--- src/canfm_defs.vh ---
// constants for the can bus fault mode controller
`ifndef CANFM_DEFS_VH
`define CANFM_DEFS_VH

// ****************************************
// apb register map (byte addresses)
// ****************************************
`define CANFM_CTRL_ADDR      12'h000
`define CANFM_STATUS_ADDR    12'h004
`define CANFM_IRQ_STAT_ADDR  12'h008
`define CANFM_IRQ_MASK_ADDR  12'h00c
`define CANFM_TIMEOUT_ADDR   12'h010

// ****************************************
// field positions
// ****************************************
`define CANFM_CTRL_LOWPWR_BIT   0
`define CANFM_EV_SHORT_BIT      0
`define CANFM_EV_HVCC_BIT       1
`define CANFM_EV_LVCC_BIT       2
`define CANFM_EV_CLEAR_BIT      3
`define CANFM_EV_WIDTH          4

// ****************************************
// reset values and timing
// ****************************************
`define CANFM_TIMEOUT_NS        32'd40000
`define CANFM_CLK_PERIOD_NS     32'd25
`define CANFM_TIMEOUT_CYCLES    (`CANFM_TIMEOUT_NS / `CANFM_CLK_PERIOD_NS)
`define CANFM_PULSE_DIFF        4'd4
`define CANFM_MATCH_COUNT       4'd4

`endif

--- src/canfm_timeout.v ---
// restartable timeout counter for one monitored condition
`timescale 1ns/1ps

module canfm_timeout #(
    parameter WIDTH = 16
) (
    input  wire             i_sys_clk,
    input  wire             i_rst,
    input  wire             i_cond,
    input  wire [WIDTH-1:0] i_terminal,
    output wire             o_expired
);
    reg [WIDTH-1:0] count_reg;

    // restart whenever the condition drops before expiry
    always @(posedge i_sys_clk or posedge i_rst) begin
        if (i_rst) begin
            count_reg <= {WIDTH{1'b0}};
        end else if (!i_cond) begin
            count_reg <= {WIDTH{1'b0}};
        end else if (count_reg != i_terminal) begin
            count_reg <= count_reg + {{(WIDTH-1){1'b0}}, 1'b1};
        end
    end

    assign o_expired = i_cond && (count_reg == i_terminal);
endmodule

--- src/canfm_ctrl.v ---
// fault mode controller: mutual short, canh to supply, canl to supply
//
// Decided for this implementation: the APB register port and the register addresses.
`timescale 1ns/1ps
`include "canfm_defs.vh"

// Function
// - a dominant differential level held for a whole timeout declares a mutual short.
// - after the mutual short timeout the receiver reads canh single ended.
// - after the mutual short timeout the canl driver and low side termination go off.
// - when the short clears to recessive the low side termination returns, canl stays off, error low.
// - recessive held for a timeout after the short clears restores differential mode.
// - canh dominant held for a timeout declares a canh to supply fault.
// - on that fault reception moves to canl single ended; data in the timeout may be lost.
// - canh driver and high side termination go off, weak pulldown stays, transmit on canl.
// - canh below recovery level for a timeout turns canl off, canh and termination on, error low.
// - recessive held for a second timeout restores differential mode and releases error.
// - a canl to supply fault is flagged when canl and canh pulse counts differ by four.
// - during a canl to supply fault both receiver and driver stay differential.
// - four consecutive matching pulses on both wires clear the canl to supply flag.
// - timeout detection of the two short faults stays active in low power modes.
module canfm_ctrl #(
    parameter TO_WIDTH = 16
) (
    input  wire        i_sys_clk,
    input  wire        i_rst,
    input  wire        i_psel,
    input  wire        i_penable,
    input  wire        i_pwrite,
    input  wire [11:0] i_paddr,
    input  wire [31:0] i_pwdata,
    output wire [31:0] o_prdata,
    output wire        o_pready,
    output wire        o_pslverr,
    input  wire        i_diff_dominant,
    input  wire        i_diff_recessive,
    input  wire        i_canh_dominant,
    input  wire        i_canh_recovered,
    input  wire        i_canh_edge,
    input  wire        i_canl_edge,
    input  wire        i_canh_rx,
    input  wire        i_canl_rx,
    input  wire        i_diff_rx,
    input  wire        i_txd,
    output reg         o_rxd,
    output reg         o_canh_drive,
    output reg         o_canh_drive_en,
    output reg         o_canl_drive,
    output reg         o_canl_drive_en,
    output reg         o_high_side_termination_switch,
    output reg         o_low_side_termination_switch,
    output reg         o_rth_weak_pulldown,
    output reg         o_err_n,
    output wire        o_irq
);
    // ****************************************
    // states
    // ****************************************
    localparam ST_NORMAL     = 3'd0;
    localparam ST_SHORT      = 3'd1;
    localparam ST_SHORT_REC  = 3'd2;
    localparam ST_HVCC       = 3'd3;
    localparam ST_HVCC_WAIT  = 3'd4;
    localparam ST_HVCC_REC   = 3'd5;

    localparam RX_DIFF = 2'd0;
    localparam RX_CANH = 2'd1;
    localparam RX_CANL = 2'd2;

    // reset value cut to the timer width on purpose
    localparam [31:0]         TO_RESET_FULL = `CANFM_TIMEOUT_CYCLES;
    localparam [TO_WIDTH-1:0] TO_RESET      = TO_RESET_FULL[TO_WIDTH-1:0];

    reg [2:0]          state_reg;
    reg [2:0]          state_next;
    reg                lowpwr_reg;
    reg [TO_WIDTH-1:0] timeout_reg;
    reg [`CANFM_EV_WIDTH-1:0] irq_stat_reg;
    reg [`CANFM_EV_WIDTH-1:0] irq_mask_reg;
    reg [31:0]         prdata_reg;
    reg [3:0]          hcnt_reg;
    reg [3:0]          lcnt_reg;
    reg [3:0]          match_reg;
    reg                lvcc_fault_reg;

    // ****************************************
    // apb slave
    // ****************************************
    wire apb_acc = i_psel && i_penable;
    wire apb_wr  = apb_acc && i_pwrite;
    wire apb_rd  = apb_acc && !i_pwrite;
    // read data loads in setup so it stands at the access edge
    wire rd_setup = i_psel && !i_penable && !i_pwrite;
    wire addr_ok = (i_paddr == `CANFM_CTRL_ADDR) || (i_paddr == `CANFM_STATUS_ADDR) ||
                   (i_paddr == `CANFM_IRQ_STAT_ADDR) || (i_paddr == `CANFM_IRQ_MASK_ADDR) ||
                   (i_paddr == `CANFM_TIMEOUT_ADDR);

    assign o_pready  = 1'b1;
    assign o_pslverr = apb_acc && !addr_ok;
    assign o_prdata  = prdata_reg;

    // ****************************************
    // timeout monitors
    // ****************************************
    // low power gates the drivers, weak pulldown and pulse comparison; detection timers keep running
    wire to_short_det;
    wire to_rec;
    wire to_hvcc_det;
    wire to_hvcc_low;

    wire rec_cond = (state_reg == ST_SHORT_REC || state_reg == ST_HVCC_REC) &&
                    i_diff_recessive;

    canfm_timeout #(.WIDTH(TO_WIDTH)) u_to_short (
        .i_sys_clk  (i_sys_clk),
        .i_rst      (i_rst),
        .i_cond     (state_reg == ST_NORMAL && i_diff_dominant),
        .i_terminal (timeout_reg),
        .o_expired  (to_short_det)
    );
    canfm_timeout #(.WIDTH(TO_WIDTH)) u_to_rec (
        .i_sys_clk  (i_sys_clk),
        .i_rst      (i_rst),
        .i_cond     (rec_cond),
        .i_terminal (timeout_reg),
        .o_expired  (to_rec)
    );
    canfm_timeout #(.WIDTH(TO_WIDTH)) u_to_hvcc (
        .i_sys_clk  (i_sys_clk),
        .i_rst      (i_rst),
        .i_cond     (state_reg == ST_NORMAL && i_canh_dominant),
        .i_terminal (timeout_reg),
        .o_expired  (to_hvcc_det)
    );
    canfm_timeout #(.WIDTH(TO_WIDTH)) u_to_hlow (
        .i_sys_clk  (i_sys_clk),
        .i_rst      (i_rst),
        .i_cond     (state_reg == ST_HVCC_WAIT && i_canh_recovered),
        .i_terminal (timeout_reg),
        .o_expired  (to_hvcc_low)
    );

    // ****************************************
    // fault state machine
    // ****************************************
    always @* begin
        state_next = state_reg;
        case (state_reg)
            ST_NORMAL: begin
                // mutual short checked first: it also makes canh look dominant
                if (to_short_det) begin
                    state_next = ST_SHORT;
                end else if (to_hvcc_det) begin
                    state_next = ST_HVCC;
                end
            end
            ST_SHORT: begin
                if (i_diff_recessive) begin
                    state_next = ST_SHORT_REC;
                end
            end
            ST_SHORT_REC: begin
                if (i_diff_dominant) begin
                    state_next = ST_SHORT;
                end else if (to_rec) begin
                    state_next = ST_NORMAL;
                end
            end
            ST_HVCC: begin
                if (i_canh_recovered) begin
                    state_next = ST_HVCC_WAIT;
                end
            end
            ST_HVCC_WAIT: begin
                if (!i_canh_recovered) begin
                    state_next = ST_HVCC;
                end else if (to_hvcc_low) begin
                    state_next = ST_HVCC_REC;
                end
            end
            ST_HVCC_REC: begin
                if (to_rec) begin
                    state_next = ST_NORMAL;
                end
            end
            default: begin
                state_next = ST_NORMAL;
            end
        endcase
    end

    // ****************************************
    // canl to supply pulse comparison
    // ****************************************
    wire [3:0] hcnt_inc = hcnt_reg + {3'b000, i_canh_edge};
    wire [3:0] lcnt_inc = lcnt_reg + {3'b000, i_canl_edge};
    // one extra bit so the sum cannot wrap
    wire [4:0] hcnt_ext = {1'b0, hcnt_inc};
    wire [4:0] lcnt_ext = {1'b0, lcnt_inc};
    wire [4:0] diff_ext = {1'b0, `CANFM_PULSE_DIFF};
    wire       lvcc_set = (lcnt_ext >= hcnt_ext + diff_ext) ||
                          (hcnt_ext >= lcnt_ext + diff_ext);
    wire       both_edge = i_canh_edge && i_canl_edge;

    always @(posedge i_sys_clk or posedge i_rst) begin
        if (i_rst) begin
            hcnt_reg       <= 4'h0;
            lcnt_reg       <= 4'h0;
            match_reg      <= 4'h0;
            lvcc_fault_reg <= 1'b0;
        end else if (state_reg != ST_NORMAL || lowpwr_reg) begin
            hcnt_reg  <= 4'h0;
            lcnt_reg  <= 4'h0;
            match_reg <= 4'h0;
        end else if (both_edge) begin
            hcnt_reg <= 4'h0;
            lcnt_reg <= 4'h0;
            if (lvcc_fault_reg && match_reg + 4'h1 >= `CANFM_MATCH_COUNT) begin
                lvcc_fault_reg <= 1'b0;
                match_reg      <= 4'h0;
            end else begin
                match_reg <= match_reg + 4'h1;
            end
        end else if (i_canh_edge || i_canl_edge) begin
            match_reg <= 4'h0;
            if (lvcc_set) begin
                lvcc_fault_reg <= 1'b1;
                hcnt_reg       <= 4'h0;
                lcnt_reg       <= 4'h0;
            end else begin
                hcnt_reg <= hcnt_inc;
                lcnt_reg <= lcnt_inc;
            end
        end
    end

    // ****************************************
    // registers and state
    // ****************************************
    wire [`CANFM_EV_WIDTH-1:0] ev;
    assign ev[`CANFM_EV_SHORT_BIT] = (state_reg == ST_NORMAL) && (state_next == ST_SHORT);
    assign ev[`CANFM_EV_HVCC_BIT]  = (state_reg == ST_NORMAL) && (state_next == ST_HVCC);
    assign ev[`CANFM_EV_LVCC_BIT]  = lvcc_set && !both_edge && !lvcc_fault_reg &&
                                     (state_reg == ST_NORMAL) && !lowpwr_reg &&
                                     (i_canh_edge || i_canl_edge);
    assign ev[`CANFM_EV_CLEAR_BIT] = (state_reg != ST_NORMAL) && (state_next == ST_NORMAL);

    wire stat_rd = apb_rd && (i_paddr == `CANFM_IRQ_STAT_ADDR);

    always @(posedge i_sys_clk or posedge i_rst) begin
        if (i_rst) begin
            state_reg    <= ST_NORMAL;
            lowpwr_reg   <= 1'b0;
            timeout_reg  <= TO_RESET;
            irq_mask_reg <= {`CANFM_EV_WIDTH{1'b0}};
            irq_stat_reg <= {`CANFM_EV_WIDTH{1'b0}};
            prdata_reg   <= 32'h0000_0000;
        end else begin
            state_reg <= state_next;
            // a new event in the read cycle survives the clear
            irq_stat_reg <= (stat_rd ? {`CANFM_EV_WIDTH{1'b0}} : irq_stat_reg) | ev;
            if (apb_wr && i_paddr == `CANFM_CTRL_ADDR) begin
                lowpwr_reg <= i_pwdata[`CANFM_CTRL_LOWPWR_BIT];
            end
            if (apb_wr && i_paddr == `CANFM_IRQ_MASK_ADDR) begin
                irq_mask_reg <= i_pwdata[`CANFM_EV_WIDTH-1:0];
            end
            if (apb_wr && i_paddr == `CANFM_TIMEOUT_ADDR) begin
                timeout_reg <= i_pwdata[TO_WIDTH-1:0];
            end
            if (rd_setup) begin
                case (i_paddr)
                    `CANFM_CTRL_ADDR:     prdata_reg <= {31'h0, lowpwr_reg};
                    `CANFM_STATUS_ADDR:   prdata_reg <= {26'h0, lvcc_fault_reg, o_err_n,
                                                         1'b0, state_reg};
                    `CANFM_IRQ_STAT_ADDR: prdata_reg <= {28'h0, irq_stat_reg};
                    `CANFM_IRQ_MASK_ADDR: prdata_reg <= {28'h0, irq_mask_reg};
                    `CANFM_TIMEOUT_ADDR:  prdata_reg <= {{(32-TO_WIDTH){1'b0}}, timeout_reg};
                    default:              prdata_reg <= 32'h0000_0000;
                endcase
            end
        end
    end

    assign o_irq = |(irq_stat_reg & irq_mask_reg);

    // ****************************************
    // driver, receiver and termination outputs
    // ****************************************
    reg [1:0] rx_sel;
    reg       h_en;
    reg       l_en;
    reg       rth_on;
    reg       rtl_on;
    reg       err_n;

    always @* begin
        rx_sel = RX_DIFF;
        h_en   = 1'b1;
        l_en   = 1'b1;
        rth_on = 1'b1;
        rtl_on = 1'b1;
        err_n  = !lvcc_fault_reg; // receiver and driver untouched
        case (state_reg)
            ST_SHORT: begin
                rx_sel = RX_CANH;
                l_en   = 1'b0;
                rtl_on = 1'b0;
                err_n  = 1'b0;
            end
            ST_SHORT_REC: begin
                rx_sel = RX_CANH;
                l_en   = 1'b0;
                err_n  = 1'b0;
            end
            ST_HVCC, ST_HVCC_WAIT: begin
                rx_sel = RX_CANL;
                h_en   = 1'b0;
                rth_on = 1'b0;
                err_n  = 1'b0;
            end
            ST_HVCC_REC: begin
                rx_sel = RX_CANH;
                l_en   = 1'b0;
                err_n  = 1'b0;
            end
            default: begin
                rx_sel = RX_DIFF;
            end
        endcase
    end

    // outputs registered; drivers idle in low power while timeout detection continues
    always @(posedge i_sys_clk or posedge i_rst) begin
        if (i_rst) begin
            o_rxd                          <= 1'b1;
            o_canh_drive                   <= 1'b0;
            o_canh_drive_en                <= 1'b0;
            o_canl_drive                   <= 1'b0;
            o_canl_drive_en                <= 1'b0;
            o_high_side_termination_switch <= 1'b1;
            o_low_side_termination_switch  <= 1'b1;
            o_rth_weak_pulldown            <= 1'b1;
            o_err_n                        <= 1'b1;
        end else begin
            case (rx_sel)
                RX_CANH: o_rxd <= i_canh_rx;
                RX_CANL: o_rxd <= i_canl_rx;
                default: o_rxd <= i_diff_rx;
            endcase
            o_canh_drive                   <= !i_txd;
            o_canl_drive                   <= !i_txd;
            o_canh_drive_en                <= h_en && !lowpwr_reg;
            o_canl_drive_en                <= l_en && !lowpwr_reg;
            o_high_side_termination_switch <= rth_on;
            o_low_side_termination_switch  <= rtl_on;
            o_rth_weak_pulldown            <= !lowpwr_reg;
            o_err_n                        <= err_n;
        end
    end
endmodule

--- config.mk ---
export PLATFORM = sky130hd
export DESIGN_NAME = canfm_ctrl
export DESIGN_NICKNAME = d
export VERILOG_FILES = /design/src/canfm_timeout.v /design/src/canfm_ctrl.v
export VERILOG_INCLUDE_DIRS = /design/src
export SDC_FILE = /design/constraint.sdc
export NUM_CORES = 1
export LEC_CHECK = 0
export ABC_CLOCK_PERIOD_IN_PS = 10250
export BUFFER_PORTS_ARGS = -buffer_cell sky130_fd_sc_hd__buf_2
export CAP_MARGIN = 20
export CORE_ASPECT_RATIO = 0.5
export CORE_MARGIN = 4
export CORE_UTILIZATION = 62
export DETAILED_ROUTE_END_ITERATION = 6
export PLACE_DENSITY_LB_ADDON = 0.2
export SETUP_SLACK_MARGIN = 0.15
export SYNTH_ARGS = -nofsm -noshare
export SYNTH_HDL_FRONTEND = slang
export SYNTH_SLANG_ARGS = --single-unit
--- constraint.sdc ---
create_clock -name i_sys_clk -period 10.25 [get_ports i_sys_clk]
set_input_delay 0 -clock i_sys_clk [delete_from_list [all_inputs] [get_ports i_sys_clk]]
set_output_delay 0 -clock i_sys_clk [all_outputs]
set_load 0.05 [all_outputs]
# ---- Word level (Yosys, flattened, before mapping)
# Index checks and enable logic that the tools add are counted.
dict set report op_classes {
  n_eq_ne 26
  bitwise_logic 3
  mux 41
  n_addsub 9
  magnitude_cmp 3
  n_reduce_logical 57
}
# operator n
set op_table {}
lappend op_table {{16-bit two-way mux} 8}
lappend op_table {{16-bit case mux with 5 select lines} 1}
lappend op_table {{16-bit by 1-bit adder with 16-bit output (second input constant)} 4}
lappend op_table {{16-bit equality test} 4}
lappend op_table {{16-bit inequality test} 4}
lappend op_table {{4-bit two-way mux} 13}
lappend op_table {{1-bit logical AND} 30}
lappend op_table {{12-bit by 4-bit equality test with 1-bit output (second input constant)} 2}
lappend op_table {{3-bit two-way mux} 8}
lappend op_table {{3-bit case mux with 6 select lines} 1}
lappend op_table {{12-bit by 3-bit equality test with 1-bit output (second input constant)} 1}
lappend op_table {{12-bit by 5-bit equality test with 1-bit output (second input constant)} 1}
lappend op_table {{12-bit logical NOT} 1}
lappend op_table {{4-bit by 3-bit adder with 5-bit output (second input constant)} 2}
lappend op_table {{4-bit by 5-bit >= comparator with 1-bit output} 2}
lappend op_table {{3-bit by 2-bit equality test with 1-bit output (second input constant)} 3}
lappend op_table {{4-bit by 1-bit adder with 4-bit output} 2}
lappend op_table {{1-bit logical OR} 8}
lappend op_table {{1-bit two-way mux} 8}
lappend op_table {{2-bit inequality test (second input constant)} 4}
lappend op_table {{1-bit logical NOT} 7}
lappend op_table {{3-bit by 1-bit equality test with 1-bit output (second input constant)} 2}
lappend op_table {{3-bit equality test (second input constant)} 2}
lappend op_table {{3-bit logical NOT} 2}
lappend op_table {{other kinds (17)} 19}
dict set report word_totals {
  output_inout_bits 44
  inputBits 59
  register_bits 145
  word_cells 161
}

# ---- Depth between registers and ports, before layout
# Gate-level depths: netlist of run 1.
dict set report logic_depth {
  ltp_word 10
  mapped_depth 10
  ltp_nobuf 10
}

# ---- Modules after synthesis
# From an unflattened synthesis of run 1, not the netlist that was laid out.
dict set report hier_totals {
  cells_unflattened 893
  area_unflattened_um2 8632.0
}
# module instances area_each_um2 cells_per_inst seq_area_each_um2
set by_module_without_submodules {}
lappend by_module_without_submodules {canfm_timeout 4 1285.0 138 400.4}
lappend by_module_without_submodules {canfm_ctrl 1 3492.1 341 1636.6}

# ---- Worst setup path after synthesis of run 1
# Ideal clock, no wire load.
dict set report synth_timing {
  path_type {register to register}
  startpoint {register timeout_reg[10]}
  endpoint {register irq_stat_reg[3]}
  t_required_ps 10146
  setup_slack_ps 7954
  setup_time_ps 104
  path_buffers 1
  period_less_slack_ps 2296
  stages_incl_launch_ff 8
  t_arrival_ps 2193
  cell_sequence {dfstp_2 > buf_6 > xnor2_1 > nand4_1 > nor4_4 > a21oi_2 > or4_4 > o41ai_2}
}
dict set report synth_via {
  elab_chain_cells 8
  elab_cells_between_ends 18
  cone_classes {eq/ne: 4; mux: 7; bitwise: 1; reduce/logical: 6}
}
# item line_no
set synth_rtl {}
lappend synth_rtl {{start, declared} canfm_ctrl.v:77} ;# reg [TO_WIDTH-1:0] timeout_reg;
lappend synth_rtl {{start signal, assigned} canfm_ctrl.v:269} ;# timeout_reg <= i_pwdata[TO_WIDTH-1:0];
lappend synth_rtl {{16-bit equality test} canfm_timeout.v:26} ;# assign o_expired = i_cond && (count_reg == i_terminal);
lappend synth_rtl {{1-bit logical AND} canfm_timeout.v:26}
lappend synth_rtl {{3-bit two-way mux, on equally long branches} --}
lappend synth_rtl {{3-bit two-way mux, on equally long branches} {canfm_ctrl.v:175, canfm_ctrl.v:151, canfm_ctrl.v:163}}
lappend synth_rtl {{3-bit case mux with 6 select lines *} canfm_ctrl.v:148} ;# case (state_reg)
lappend synth_rtl {{via state_next[0]} canfm_ctrl.v:75} ;# reg [2:0] state_next;
lappend synth_rtl {{3-bit logical NOT *} canfm_ctrl.v:246} ;# assign ev[`CANFM_EV_CLEAR_BIT] = (state_reg != ST_NORMAL) && (state_next == ST_NORMAL);
lappend synth_rtl {{1-bit logical AND *} canfm_ctrl.v:246}
lappend synth_rtl {{4-bit OR *} canfm_ctrl.v:261} ;# irq_stat_reg <= (stat_rd ? {`CANFM_EV_WIDTH{1'b0}} : irq_stat_reg) | ev;
lappend synth_rtl {{end signal, assigned} canfm_ctrl.v:256} ;# irq_stat_reg <= {`CANFM_EV_WIDTH{1'b0}};
lappend synth_rtl {{end signal, assigned} canfm_ctrl.v:261}
lappend synth_rtl {{end, declared} canfm_ctrl.v:78} ;# reg [`CANFM_EV_WIDTH-1:0] irq_stat_reg;
# The timed path passes the listed nets; every way through them passes the cells marked *.
# A chain may end at the register's enable or synchronous reset.

# ---- Worst setup path in the final report of run 1
dict set report layout_timing {
  startpoint {register lcnt_reg[0]}
  endpoint {register lvcc_fault_reg}
}
dict set report layout_via {
  elab_chain_cells 6
  elab_cells_between_ends 7
  cone_classes {add/sub: 2; order compare: 2; reduce/logical: 3}
}
# item line_no
set layout_rtl {}
lappend layout_rtl {{start, declared} canfm_ctrl.v:82} ;# reg [3:0] lcnt_reg;
lappend layout_rtl {{start signal, assigned} canfm_ctrl.v:232} ;# lcnt_reg <= lcnt_inc;
lappend layout_rtl {{4-bit by 1-bit adder with 4-bit output *} canfm_ctrl.v:196} ;# wire [3:0] lcnt_inc = lcnt_reg + {3'b000, i_canl_edge};
lappend layout_rtl {{4-bit by 3-bit adder with 5-bit output} canfm_ctrl.v:202} ;# (hcnt_ext >= lcnt_ext + diff_ext);
lappend layout_rtl {{4-bit by 5-bit >= comparator with 1-bit output} canfm_ctrl.v:202}
lappend layout_rtl {{1-bit logical OR *} canfm_ctrl.v:201} ;# wire lvcc_set = (lcnt_ext >= hcnt_ext + diff_ext) ||
lappend layout_rtl {{2-bit nonzero test (no line) *} --}
lappend layout_rtl {{4-bit AND reduction (no line) *} --}
lappend layout_rtl {{end signal, assigned} canfm_ctrl.v:210} ;# lvcc_fault_reg <= 1'b0;
lappend layout_rtl {{end signal, assigned} canfm_ctrl.v:219} ;# lvcc_fault_reg <= 1'b0;
lappend layout_rtl {{end signal, assigned} canfm_ctrl.v:227} ;# lvcc_fault_reg <= 1'b1;
lappend layout_rtl {{end, declared} canfm_ctrl.v:84} ;# reg lvcc_fault_reg;
# Every way passes the cells marked *; elsewhere a longest branch is shown, timed or not.

==> summary.md, run 1 <==
| Metric | Value |
|---|---|
| Max H-tree Level | 4 |
| Clock root cell | clkbuf_16 |
| DIE WIDTH | 160 µm |
| First-pass GRT wire length | 29600 µm |
| Setup TNS Final | 0 ns |
| CP Class | reg -> reg |
| Antenna cells | 0 |
| Max Cap Viol | 0 |
| Clock Skews | 0.0111 ns |
| Synth Flop Type | dfrtp_1 |
| Pin count of the biggest net entering global routing | 73 |
| Slew Viols, Final | 0 |
| Vias per cell | 5.95 |
| Sequential fraction of the synthesis area | 45.1% |
| Fmax | 349 MHz |
| # setup viols final | 0 |
| Wire length per cell | 18.6 µm |
| Max incr delay on CP | 0.56 ns |
| Drt first pass iters | 5 |
| Number of flops mapped to enable cells by yosys | 0 |
| Crit path top cell by count | ha_1 |
| DP HPWL | 11500 µm |
| Initial core utilization | 64.4% |
| Synth warnings | 0 |
| Post-synth ARST share | 100% |
| LEAKAGE | 4.05 nW |
| DR DRC count | 0 |
| Yosys reg bits | 129 |
| VDD IR max | 0.000124 V |
| Synth top area share | 42.2% |
| Deepest clock path buffer count | 2 |
| Initial antenna violation count | 0 |
| Final worst path period need | 2.87 ns |
| RSZ-0062 raised after global routing | no |
| Startpoint Class | register |
| Dominant cell type by area after synthesis | dfrtp_1 |
| Ports | 103 |
| Nature of the critical path endpoint | register |
| Vias in the first global route | 5830 |
| Share of cells above drive strength 1 | 16.3% |
| Area grow syn2layout | 15.6% |
| Total grt overflow | 0 |
| Routed vias | 5815 |
| Status | completed |
| Nets | 898 |
| Total track usage | 27.8% |
| Core Region | 11100 µm² |
| # Post-CTS Setup Buffers | 0 |
| Port Buffer Count | 69 |
| Clk slew on worst S/H paths | 0.06 ns |
| Clock sinks | 129 |
| Final ANT Viol Nets | 0 |
| Most common cell in the netlist | dfrtp_1 |
| Worst hold path class | in -> reg |
| Library cells used by synthesis | 52 |
| Worst Path Arrival | 3.17 ns |
| TritonCTS Buffers | 17 |
| Slew HR | 40.5% |
| Post-synth top cells | 121 x dfrtp_1, 84 x nor2_1, 76 x xor2_1 |
| Post-Syn Area | 7170 µm² |
| Final period util | 28.0% |
| Final Hold Fails | 0 |
| Crit path max fanout | 3 |
| Routed wire length | 18200 µm |
| Cells along the critical path | ha_1, ha_1, inv_1, ha_1, a21o_1, a21o_1, a21oi_1, o22ai_1, a31oi_1, a31oi_1, dlygate4sd3_1 |
| Synth top area cells | dfrtp_1 42%, xor2_1 9.3%, xnor2_1 4.6% |
| Util after Layout | 74.4% |
| Placer Congestion | 0.895 |
| Pwr dens | 173 nW/µm² |
| Worst EP required | 10.56 ns |
| Die area | 13500 µm² |
| Die H | 84.1 µm |
| Slowest CP cell | dlygate4sd3_1 |
| CTS tree | yes |
| DR iter-0 viols | 611 |
| Tightest Pin Transition | 0.893 ns |
| Syn Area/Cell | 9.64 µm² |
| Worst-Skew Late Latency | 0.42 ns |
| Row count | 27 |
| Cells after Synth | 744 |
==> through the flow <==
stage / setup WS, ns / cells / hold WS [ns] / total power [mW] / instance area (µm²)
global placement: 7.61 / 921 / 0.150 / 0.797 / 7450
CTS: 7.40 / 977 / 0.0000184 / 1.43 / 8290
global route: 7.26 / 977 / 0.0179 / 1.49 / 8290
floorplan: 6.82 / 759 / 0.0594 / 0.747 / 7230
finish: 7.38 / 977 / 0.00974 / 1.43 / 8290
detailed placement: 7.56 / 921 / 0.147 / 0.804 / 7450
==> what timing repair did <==
| action | CTS | global route |
|---|---|---|
| gates resized for setup | 0 | 0 |
| endpoints found under the hold margin | 95 | 0 |
| hold buffers | 24 | 0 |
==> power breakdown <==
group / internal (mW) / total [mW] / switching, mW / leakage [nW]
logic: 0.0745 / 0.250 / 0.176 / 2.01
registers: 0.536 / 0.561 / 0.0252 / 1.74
clock network: 0.394 / 0.622 / 0.227 / 0.294
total: 1.00 / 1.43 / 0.428 / 4.05
==> worst max-delay path, delay by kind of cell, from the launching register on <==
kind                       cells  cell delay, ns
adders and majority gates      3            0.84
DFF                            1            0.37
buffers and inverters          2            0.61
AOI/OAI and AO/OA              6            0.91
==> worst paths after layout <==
path	from	to	slack, ns	depth (start not counted)
min in group asynchronous	i_rst	o_canl_drive_en$_DFF_PP0_	0.32	3
max in group asynchronous	i_rst	u_to_short.count_reg[13]$_DFFE_PP0N_	8.60	4
worst min-delay path	i_diff_recessive	state_reg[2]$_DFF_PP0_	0.01	3
worst max register to register	lcnt_reg[0]$_DFFE_PP0P_	lvcc_fault_reg$_DFFE_PP0P_	7.38	11
worst max-delay path	lcnt_reg[0]$_DFFE_PP0P_	lvcc_fault_reg$_DFFE_PP0P_	7.38	11
worst min register to register	o_prdata[10]$_DFFE_PP0P_	o_prdata[10]$_DFFE_PP0P_	0.48	2
==> layout make-up <==
cell class,count,area [µm²]
Inverter,24,92.6
Clock buffer,22,464
Sequential cell,129,3240
Timing Repair Buffer,94,593
Clock inverter,10,135
Fill cell,762,2860
Tap cell,145,181
Multi-Input combinational cell,553,3590
==> routing by layer <==
metal | vias up | share of wire, % | GRT usage, %
li1 | 2662 | - | -
met1 | 2809 | 42 | 36.3
met2 | 282 | 47 | 45.3
met3 | 62 | 7.5 | 5.92
met4 | 0 | 3.4 | 11.5
met5 | - | 0 | 0
==> layout by cell type, fill, tap and decap left out, types with 8 or more instances in the layout <==
master / count
nand4_1: 21
inv_1: 23
xnor2_1: 38
dfstp_2: 8
nor4_1: 16
clkbuf_16: 17
dlygate4sd3_1: 24
xor2_1: 76
o21ai_0: 29
nor2_1: 84
a22o_1: 11
conb_1: 17
buf_2: 69
or3_1: 15
nand2_1: 71
a21oi_1: 22
nand3_1: 30
mux2_2: 21
ha_1: 20
and3_1: 9
dfrtp_1: 121
nor3_1: 11
==> cell families after synthesis <==
logic type / count (synthesis) / share of synthesized area, %
AO/OA/AOI/OAI: 91 / 8.13
XOR/XNOR: 115 / 14.1
adder cells (fa/ha/maj): 20 / 3.49
buffers and inverters: 77 / 5.65
flip-flops: 129 / 45.1
multiplexers: 27 / 4.13
other: 2 / 0.105
AND/OR/NAND/NOR: 283 / 19.2
No activity file was read; power rests on OpenSTA's default activity.
==> inputs of run 2 (changes only) <==
--- a/config.mk
+++ b/config.mk
@@ -6,12 +6,12 @@
 export SDC_FILE = /design/constraint.sdc
 export NUM_CORES = 1
 export LEC_CHECK = 0
-export ABC_CLOCK_PERIOD_IN_PS = 10250
+export ABC_CLOCK_PERIOD_IN_PS = 2750
 export BUFFER_PORTS_ARGS = -buffer_cell sky130_fd_sc_hd__buf_2
 export CAP_MARGIN = 20
 export CORE_ASPECT_RATIO = 0.5
 export CORE_MARGIN = 4
-export CORE_UTILIZATION = 62
+export CORE_UTILIZATION = 58
 export DETAILED_ROUTE_END_ITERATION = 6
 export PLACE_DENSITY_LB_ADDON = 0.2
 export SETUP_SLACK_MARGIN = 0.15
==> constraint.sdc (replaced) <==
create_clock -name i_sys_clk -period 2.75 [get_ports i_sys_clk]
set_input_delay 0 -clock i_sys_clk [delete_from_list [all_inputs] [get_ports i_sys_clk]]
set_output_delay 0 -clock i_sys_clk [all_outputs]
set_load 0.05 [all_outputs]
==> run 2 against run 1 <==
Net effect: utilization down 3.6 points; clock skew down 0.0011 ns; register-to-register slack worse by 7.1 ns; hold slack improved by 0.025 ns; cell count increased by 3.5%; power increased to 3.7 times the previous value; flip-flop and latch count unchanged; critical path type unchanged; critical endpoint is now irq_stat_reg[3]$_DFF_PP0_; largest power group unchanged; highest routed layer unchanged.
==> summary.md, run 2 (same netlist as run 1, synthesis figures left out) <==
| Metric | Value |
|---|---|
| Vias in the first global route | 5817 (-0.22%) |
| Placer Congestion | 0.905 (+1.1%) |
| Ports | 103 (unchanged) |
| Die area | 14300 µm² (+6.4%) |
| Setup Slack @ Placement | 0.264 ns (-7.29 ns) |
| Final period util | 90.1% (+62 points) |
| Total grt overflow | 0 (unchanged) |
| Pwr dens | 634 nW/µm² (+270%) |
| Seq. cell area | 3240 µm² (unchanged) |
| First-pass GRT wire length | 29300 µm (-1.1%) |
| TritonCTS Buffers | 17 (unchanged) |
| Slew HR | 45.4% (+4.9 points) |
| Initial core utilization | 60.1% (-4.3 points) |
| DR iter-0 viols | 463 (-24%) |
| Worst Path Arrival | 2.79 ns (-0.38 ns) |
| Port Buffer Count | 69 (unchanged) |
| Clock sinks | 129 (unchanged) |
| Worst EP required | 3.07 ns (-7.49 ns) |
| Clk slew on worst S/H paths | 0.06 ns (about the same) |
| Startpoint Class | register |
| Setup TNS Final | 0 ns (unchanged) |
| Core Region | 11900 µm² (+7.2%) |
| Most frequent cells in the layout | 121 x dfrtp_1, 84 x nor2_1, 76 x xor2_1 |
| Row count | 28 (+3.7%) |
| R2R setup slack | 0.27 ns (-7.11 ns) |
| Routed vias | 5820 (+0.086%) |
| DR DRC count | 0 (unchanged) |
| Hold slack | 0.0343 ns (+0.0245 ns) |
| Status | completed |
| Initial antenna violation count | 0 (unchanged) |
| CTS tree | yes |
| DIE WIDTH | 165 µm (+3.2%) |
| Final worst path period need | 2.48 ns (-0.389 ns) |
| Max H-tree Level | 4 (unchanged) |
| Slew Viols, Final | 0 (unchanged) |
| # setup viols final | 0 (unchanged) |
| Die H | 86.6 µm (+3.1%) |
| Vias per cell | 5.76 (-3.3%) |
| Fmax | 404 MHz (+16%) |
| Clock root cell | clkbuf_16 |
| Area grow syn2layout | 17.9% |
| Tightest Pin Transition | 0.818 ns (-0.0751 ns) |
| Pin count of the biggest net entering global routing | 57 (-22%) |
| Antenna cells | 0 (unchanged) |
| Routed wire length | 17600 µm (-3.1%) |
| Multi-input gate area | 3590 µm² (+0.17%) |
| Final Hold Fails | 0 (unchanged) |
| Nature of the critical path endpoint | register |
| VDD IR max | 0.000455 V (+270%) |
| RSZ-0062 raised after global routing | no |
| Fillcell total | 884 (+16%) |
| Total track usage | 26.2% (-1.6 points) |
| Commonest non-fill, non-tap cell in the layout | dfrtp_1 |
| Crit path max fanout | 6 (+3) |
| Max Cap Viol | 0 (unchanged) |
| Worst hold path class | in -> reg |
| LEAKAGE | 4.13 nW (+1.9%) |
| Final ANT Viol Nets | 0 (unchanged) |
| Drt first pass iters | 6 (+1) |
| Deepest clock path buffer count | 2 (unchanged) |
| Total chip power | 5.36 mW (+270%) |
| Util after Layout | 70.8% (-3.6 points) |
| Share of cells above drive strength 1 | 17.5% (+1.1 points) |
| Clock Skews | 0.0101 ns (-0.00107 ns) |
| Fin worst setup slack | 0.273 ns (-7.11 ns) |
| CP Class | reg -> reg |
| Wire length per cell | 17.4 µm (-6.4%) |
| DP HPWL | 12100 µm (+5.4%) |
| Nets | 912 (+1.6%) |
| Worst-Skew Late Latency | 0.41 ns (about the same) |
[run 2: cell types whose count changed in the layout (fill, tap and decap cells not counted), moves of 2 or more]
| cell | previous run | this run |
|---|---|---|
| buf_12 | 0 | 2 |
| buf_4 | 1 | 13 |
| clkbuf_1 | 3 | 6 |
| clkbuf_8 | 2 | 4 |
| clkinv_2 | 4 | 2 |
| clkinv_4 | 2 | 0 |
[run 2: path summary, 6_finish.rpt]
kind | start | endpoint | depth (start not counted)
setup / recovery | timeout_reg[4]$_DFFE_PP0P_ | irq_stat_reg[3]$_DFF_PP0_ | 6
hold / removal | i_diff_recessive | state_reg[2]$_DFF_PP0_ | 3
setup reg to reg | timeout_reg[4]$_DFFE_PP0P_ | irq_stat_reg[3]$_DFF_PP0_ | 6
hold reg to reg | o_prdata[14]$_DFFE_PP0P_ | o_prdata[14]$_DFFE_PP0P_ | 2
max in group asynchronous | i_rst | o_err_n$_DFF_PP1_ | 4
min in group asynchronous | i_rst | o_canh_drive_en$_DFF_PP0_ | 3
[run 2: power by group]
part           total (mW)  leakage (nW)  switching (mW)  internal, mW
Sequential           2.09          1.74          0.0924          2.00
Combinational       0.956          2.09           0.651         0.305
Clock                2.31         0.296           0.793          1.52
Total                5.36          4.13            1.54          3.82
[run 2: cell type report]
| type | instances | area share, % |
|---|---|---|
| clock inverter | 5 | 1.18 |
| inverter | 24 | 1.11 |
| tap | 165 | 2.44 |
| multi-input combinational | 553 | 42.5 |
| clock buffer | 27 | 5.95 |
| sequential | 129 | 38.3 |
| timing repair buffer | 108 | 8.55 |
[run 2: per-layer routing]
| layer | global-route usage (%) | routed length (µm) | share of wire (%) | vias to the layer above |
|---|---|---|---|---|
| met2 | 42.5 | 8450 | 48 | 197 |
| met1 | 35.3 | 7770 | 44 | 2881 |
| li1 | - | - | - | 2702 |
| met3 | 5.75 | 982 | 5.6 | 40 |
| met5 | 0 | 0 | 0 | - |
| met4 | 8.68 | 399 | 2.3 | 0 |
[run 2: per-stage QoR]
step / std cells / area (µm²)
after global placement: 951 / 7580
after global routing: 1011 / 8460
final: 1011 / 8460
after CTS: 1007 / 8420
after detailed placement: 951 / 7580
after floorplan: 759 / 7230
[run 2: what timing repair did]
| action | CTS | global route |
|---|---|---|
| setup endpoints to repair | 0 | 17 |
| hold endpoints to repair | 58 | 0 |
| gates resized for setup | 0 | 1 |
| hold buffers | 24 | 0 |
| buffers inserted | 0 | 4 |
[run 2: worst max-delay path, cell delays in order (launching register included)]
cell and delay (ns):
dfrtp_1 0.62, xnor2_1 0.18, nand4_1 0.16, nor4_4 0.52
a21oi_2 0.14, or4_4 0.55, o41ai_2 0.20
==> inputs of run 3 (changes only) <==
--- a/config.mk
+++ b/config.mk
@@ -7,12 +7,13 @@
 export NUM_CORES = 1
 export LEC_CHECK = 0
 export ABC_CLOCK_PERIOD_IN_PS = 2750
-export BUFFER_PORTS_ARGS = -buffer_cell sky130_fd_sc_hd__buf_2
+export BUFFER_PORTS_ARGS = -buffer_cell sky130_fd_sc_hd__buf_4
 export CAP_MARGIN = 20
 export CORE_ASPECT_RATIO = 0.5
 export CORE_MARGIN = 4
 export CORE_UTILIZATION = 58
 export DETAILED_ROUTE_END_ITERATION = 6
+export GPL_TIMING_DRIVEN = 0
 export PLACE_DENSITY_LB_ADDON = 0.2
 export SETUP_SLACK_MARGIN = 0.15
 export SYNTH_ARGS = -nofsm -noshare
==> run 3 against run 2 <==
Net effect: cell count rose by 5.3%; power grew 1.1%; combinational power increased by 15%; clock skew is 0.0052 ns lower; first-iteration DRC count grew 22%; clock power shrank 2%; largest cell class unchanged.
==> summary.md, run 3 (same netlist as run 1, synthesis figures left out) <==
| Metric | Value |
|---|---|
| Initial antenna violation count | 0 (unchanged) |
| Routed vias | 5978 (+2.7%) |
| Startpoint Class | register |
| Antenna cells | 0 (unchanged) |
| Slew Viols, Final | 0 (unchanged) |
| Final ANT Viol Nets | 0 (unchanged) |
| Die area | 14300 µm² (unchanged) |
| First-pass GRT wire length | 29800 µm (+1.8%) |
| LEAKAGE | 4.41 nW (+6.8%) |
| Total track usage | 26.9% (+0.76 points) |
| CTS tree | yes |
| Commonest non-fill, non-tap cell in the layout | dfrtp_1 |
| Worst Path Arrival | 2.82 ns (+0.03 ns) |
| Initial core utilization | 60.1% (unchanged) |
| DP HPWL | 12300 µm (+2.1%) |
| Most frequent cells in the layout | 121 x dfrtp_1, 100 x buf_4, 83 x nor2_1 |
| Setup TNS Final | 0 ns (unchanged) |
| Slowest CP cell | dlygate4sd3_1 |
| Clock Skews | 0.00485 ns (-0.00523 ns) |
| Slew HR | 54.7% (+9.4 points) |
| Clock sinks | 129 (unchanged) |
| Routed wire length | 18400 µm (+4.3%) |
| Met3 WL | 975 µm (-0.71%) |
| CP Class | reg -> reg |
| DR DRC count | 0 (unchanged) |
| Deepest clock path buffer count | 2 (unchanged) |
| Tightest Pin Transition | 0.673 ns (-0.145 ns) |
| Hold Path Origin | i_psel |
| Nets | 966 (+5.9%) |
| DIE WIDTH | 165 µm (unchanged) |
| Share of cells above drive strength 1 | 20.9% (+3.4 points) |
| Pwr dens | 604 nW/µm² (-4.7%) |
| Core Region | 11900 µm² (unchanged) |
| Final worst path period need | 2.52 ns (+0.0455 ns) |
| Port Buffer Count | 68 (-1.4%) |
| Worst r2r src | timeout_reg[6]$_DFFE_PP1P_ |
| Worst-Skew Late Latency | 0.41 ns (about the same) |
| Critical path startpoint | timeout_reg[6]$_DFFE_PP1P_ |
| Final Hold Fails | 0 (unchanged) |
| Total grt overflow | 0 (unchanged) |
| Drt first pass iters | 5 (-1) |
| DRT met1 WL | 8220 µm (+5.8%) |
| Wire length per cell | 17.2 µm (-0.97%) |
| VDD IR max | 0.000462 V (+1.5%) |
| Final period util | 91.7% (+1.7 points) |
| Placed Area | 8010 µm² (+5.7%) |
| Placer Congestion | 0.909 (+0.41%) |
| Wire length on met2 | 8790 µm (+4.0%) |
| Worst hold path class | in -> reg |
| Crit path max fanout | 6 (unchanged) |
| Area grow syn2layout | 25.1% |
| Max Cap Viol | 0 (unchanged) |
| Row count | 28 (unchanged) |
| Vias in the first global route | 5840 (+0.40%) |
| Nature of the critical path endpoint | register |
| Clock root cell | clkbuf_16 |
| Cells along the critical path | buf_2, xnor2_1, nand4_1, nor4_4, buf_4, a21oi_2, a21o_1, dlygate4sd3_1 |
| Vias per cell | 5.61 (-2.5%) |
| Clk slew on worst S/H paths | 0.06 ns (about the same) |
| Max Used Layer | met4 |
| Status | completed |
| Worst EP required | 3.04 ns (-0.03 ns) |
| DR iter-0 viols | 565 (+22%) |
| Pin count of the biggest net entering global routing | 42 (-26%) |
| Ports | 103 (unchanged) |
| Fmax | 396 MHz (-1.8%) |
| Finished layout cell area | 8970 µm² (+6.1%) |
| RSZ-0062 raised after global routing | no |
| Die H | 86.6 µm (unchanged) |
| Max incr delay on CP | 0.57 ns (-0.05 ns) |
| Max H-tree Level | 4 (unchanged) |
| # setup viols final | 0 (unchanged) |
| TritonCTS Buffers | 17 (unchanged) |
run 3: changes by cell type in the layout (fill, tap and decap cells not counted), moves of 2 or more:
| cell | before | now |
|---|---|---|
| buf_2 | 69 | 14 |
| buf_4 | 13 | 100 |
| buf_6 | 0 | 3 |
| clkbuf_1 | 6 | 19 |
| dlygate4sd3_1 | 24 | 26 |
run 3: final timing paths:
kind,endpoint,slack (ns),cells past startpoint
worst max-delay path,state_reg[2]$_DFF_PP0_,0.23,8
worst min-delay path,o_prdata[4]$_DFFE_PP0P_,0.06,4
worst max register to register,state_reg[2]$_DFF_PP0_,0.23,8
worst min register to register,o_prdata[12]$_DFFE_PP0P_,0.47,2
max in group asynchronous,u_to_rec.count_reg[14]$_DFFE_PP0N_,1.82,5
min in group asynchronous,o_canh_drive_en$_DFF_PP0_,0.13,3
run 3: final cells by class:
cell class	instances	area, µm²
Sequential cell	129	3240
Tap cell	165	206
Timing Repair Buffer	109	921
Fill cell	832	2970
Multi-Input combinational cell	553	3610
Clock buffer	27	513
Clock inverter	5	75.1
Inverter	24	93.8
Buffer	53	318
run 3: worst max-delay path: cells and delay by family (launching register included):
family	cells	cell delay, ns
simple gates	2	0.48
xor+xnor	1	0.15
compound gates	2	0.26
buf+inv	3	1.01
flops	1	0.51
run 3: report_power, final:
| part | switching [mW] | internal, mW | leakage (nW) |
|---|---|---|---|
| clock | 0.820 | 1.45 | 0.291 |
| sequential | 0.0459 | 2.00 | 1.74 |
| combinational | 0.727 | 0.375 | 2.38 |
| total | 1.59 | 3.83 | 4.41 |
run 3: per-stage QoR:
stage / power, mW / cells / worst slack [ns] / hold slack, ns / utilization, %
after floorplan: 2.79 / 759 / 0.454 / 0.0594 / -
after global placement: 3.06 / 992 / 0.0732 / 0.146 / 66.6
after detailed placement: 3.10 / 995 / 0.0660 / 0.0130 / 67.1
after CTS: 5.42 / 1065 / 0.242 / 0.0337 / 74.9
after global routing: 5.62 / 1065 / 0.161 / 0.0653 / 75.1
final: 5.42 / 1065 / 0.227 / 0.0556 / 75.1
run 3: what timing repair did:
item,CTS,global route
pin swaps,4,0
hold buffers,26,0
hold endpoints to repair,117,0
gates resized for setup,1,5
buffers inserted,12,0
endpoints found under the setup margin,21,11
run 3: metal layers:
metal | up-vias | GRT usage, %
li1 | 2806 | -
met1 | 2947 | 36.6
met2 | 188 | 44.0
met3 | 37 | 5.32
met4 | 0 | 8.53
met5 | - | 0
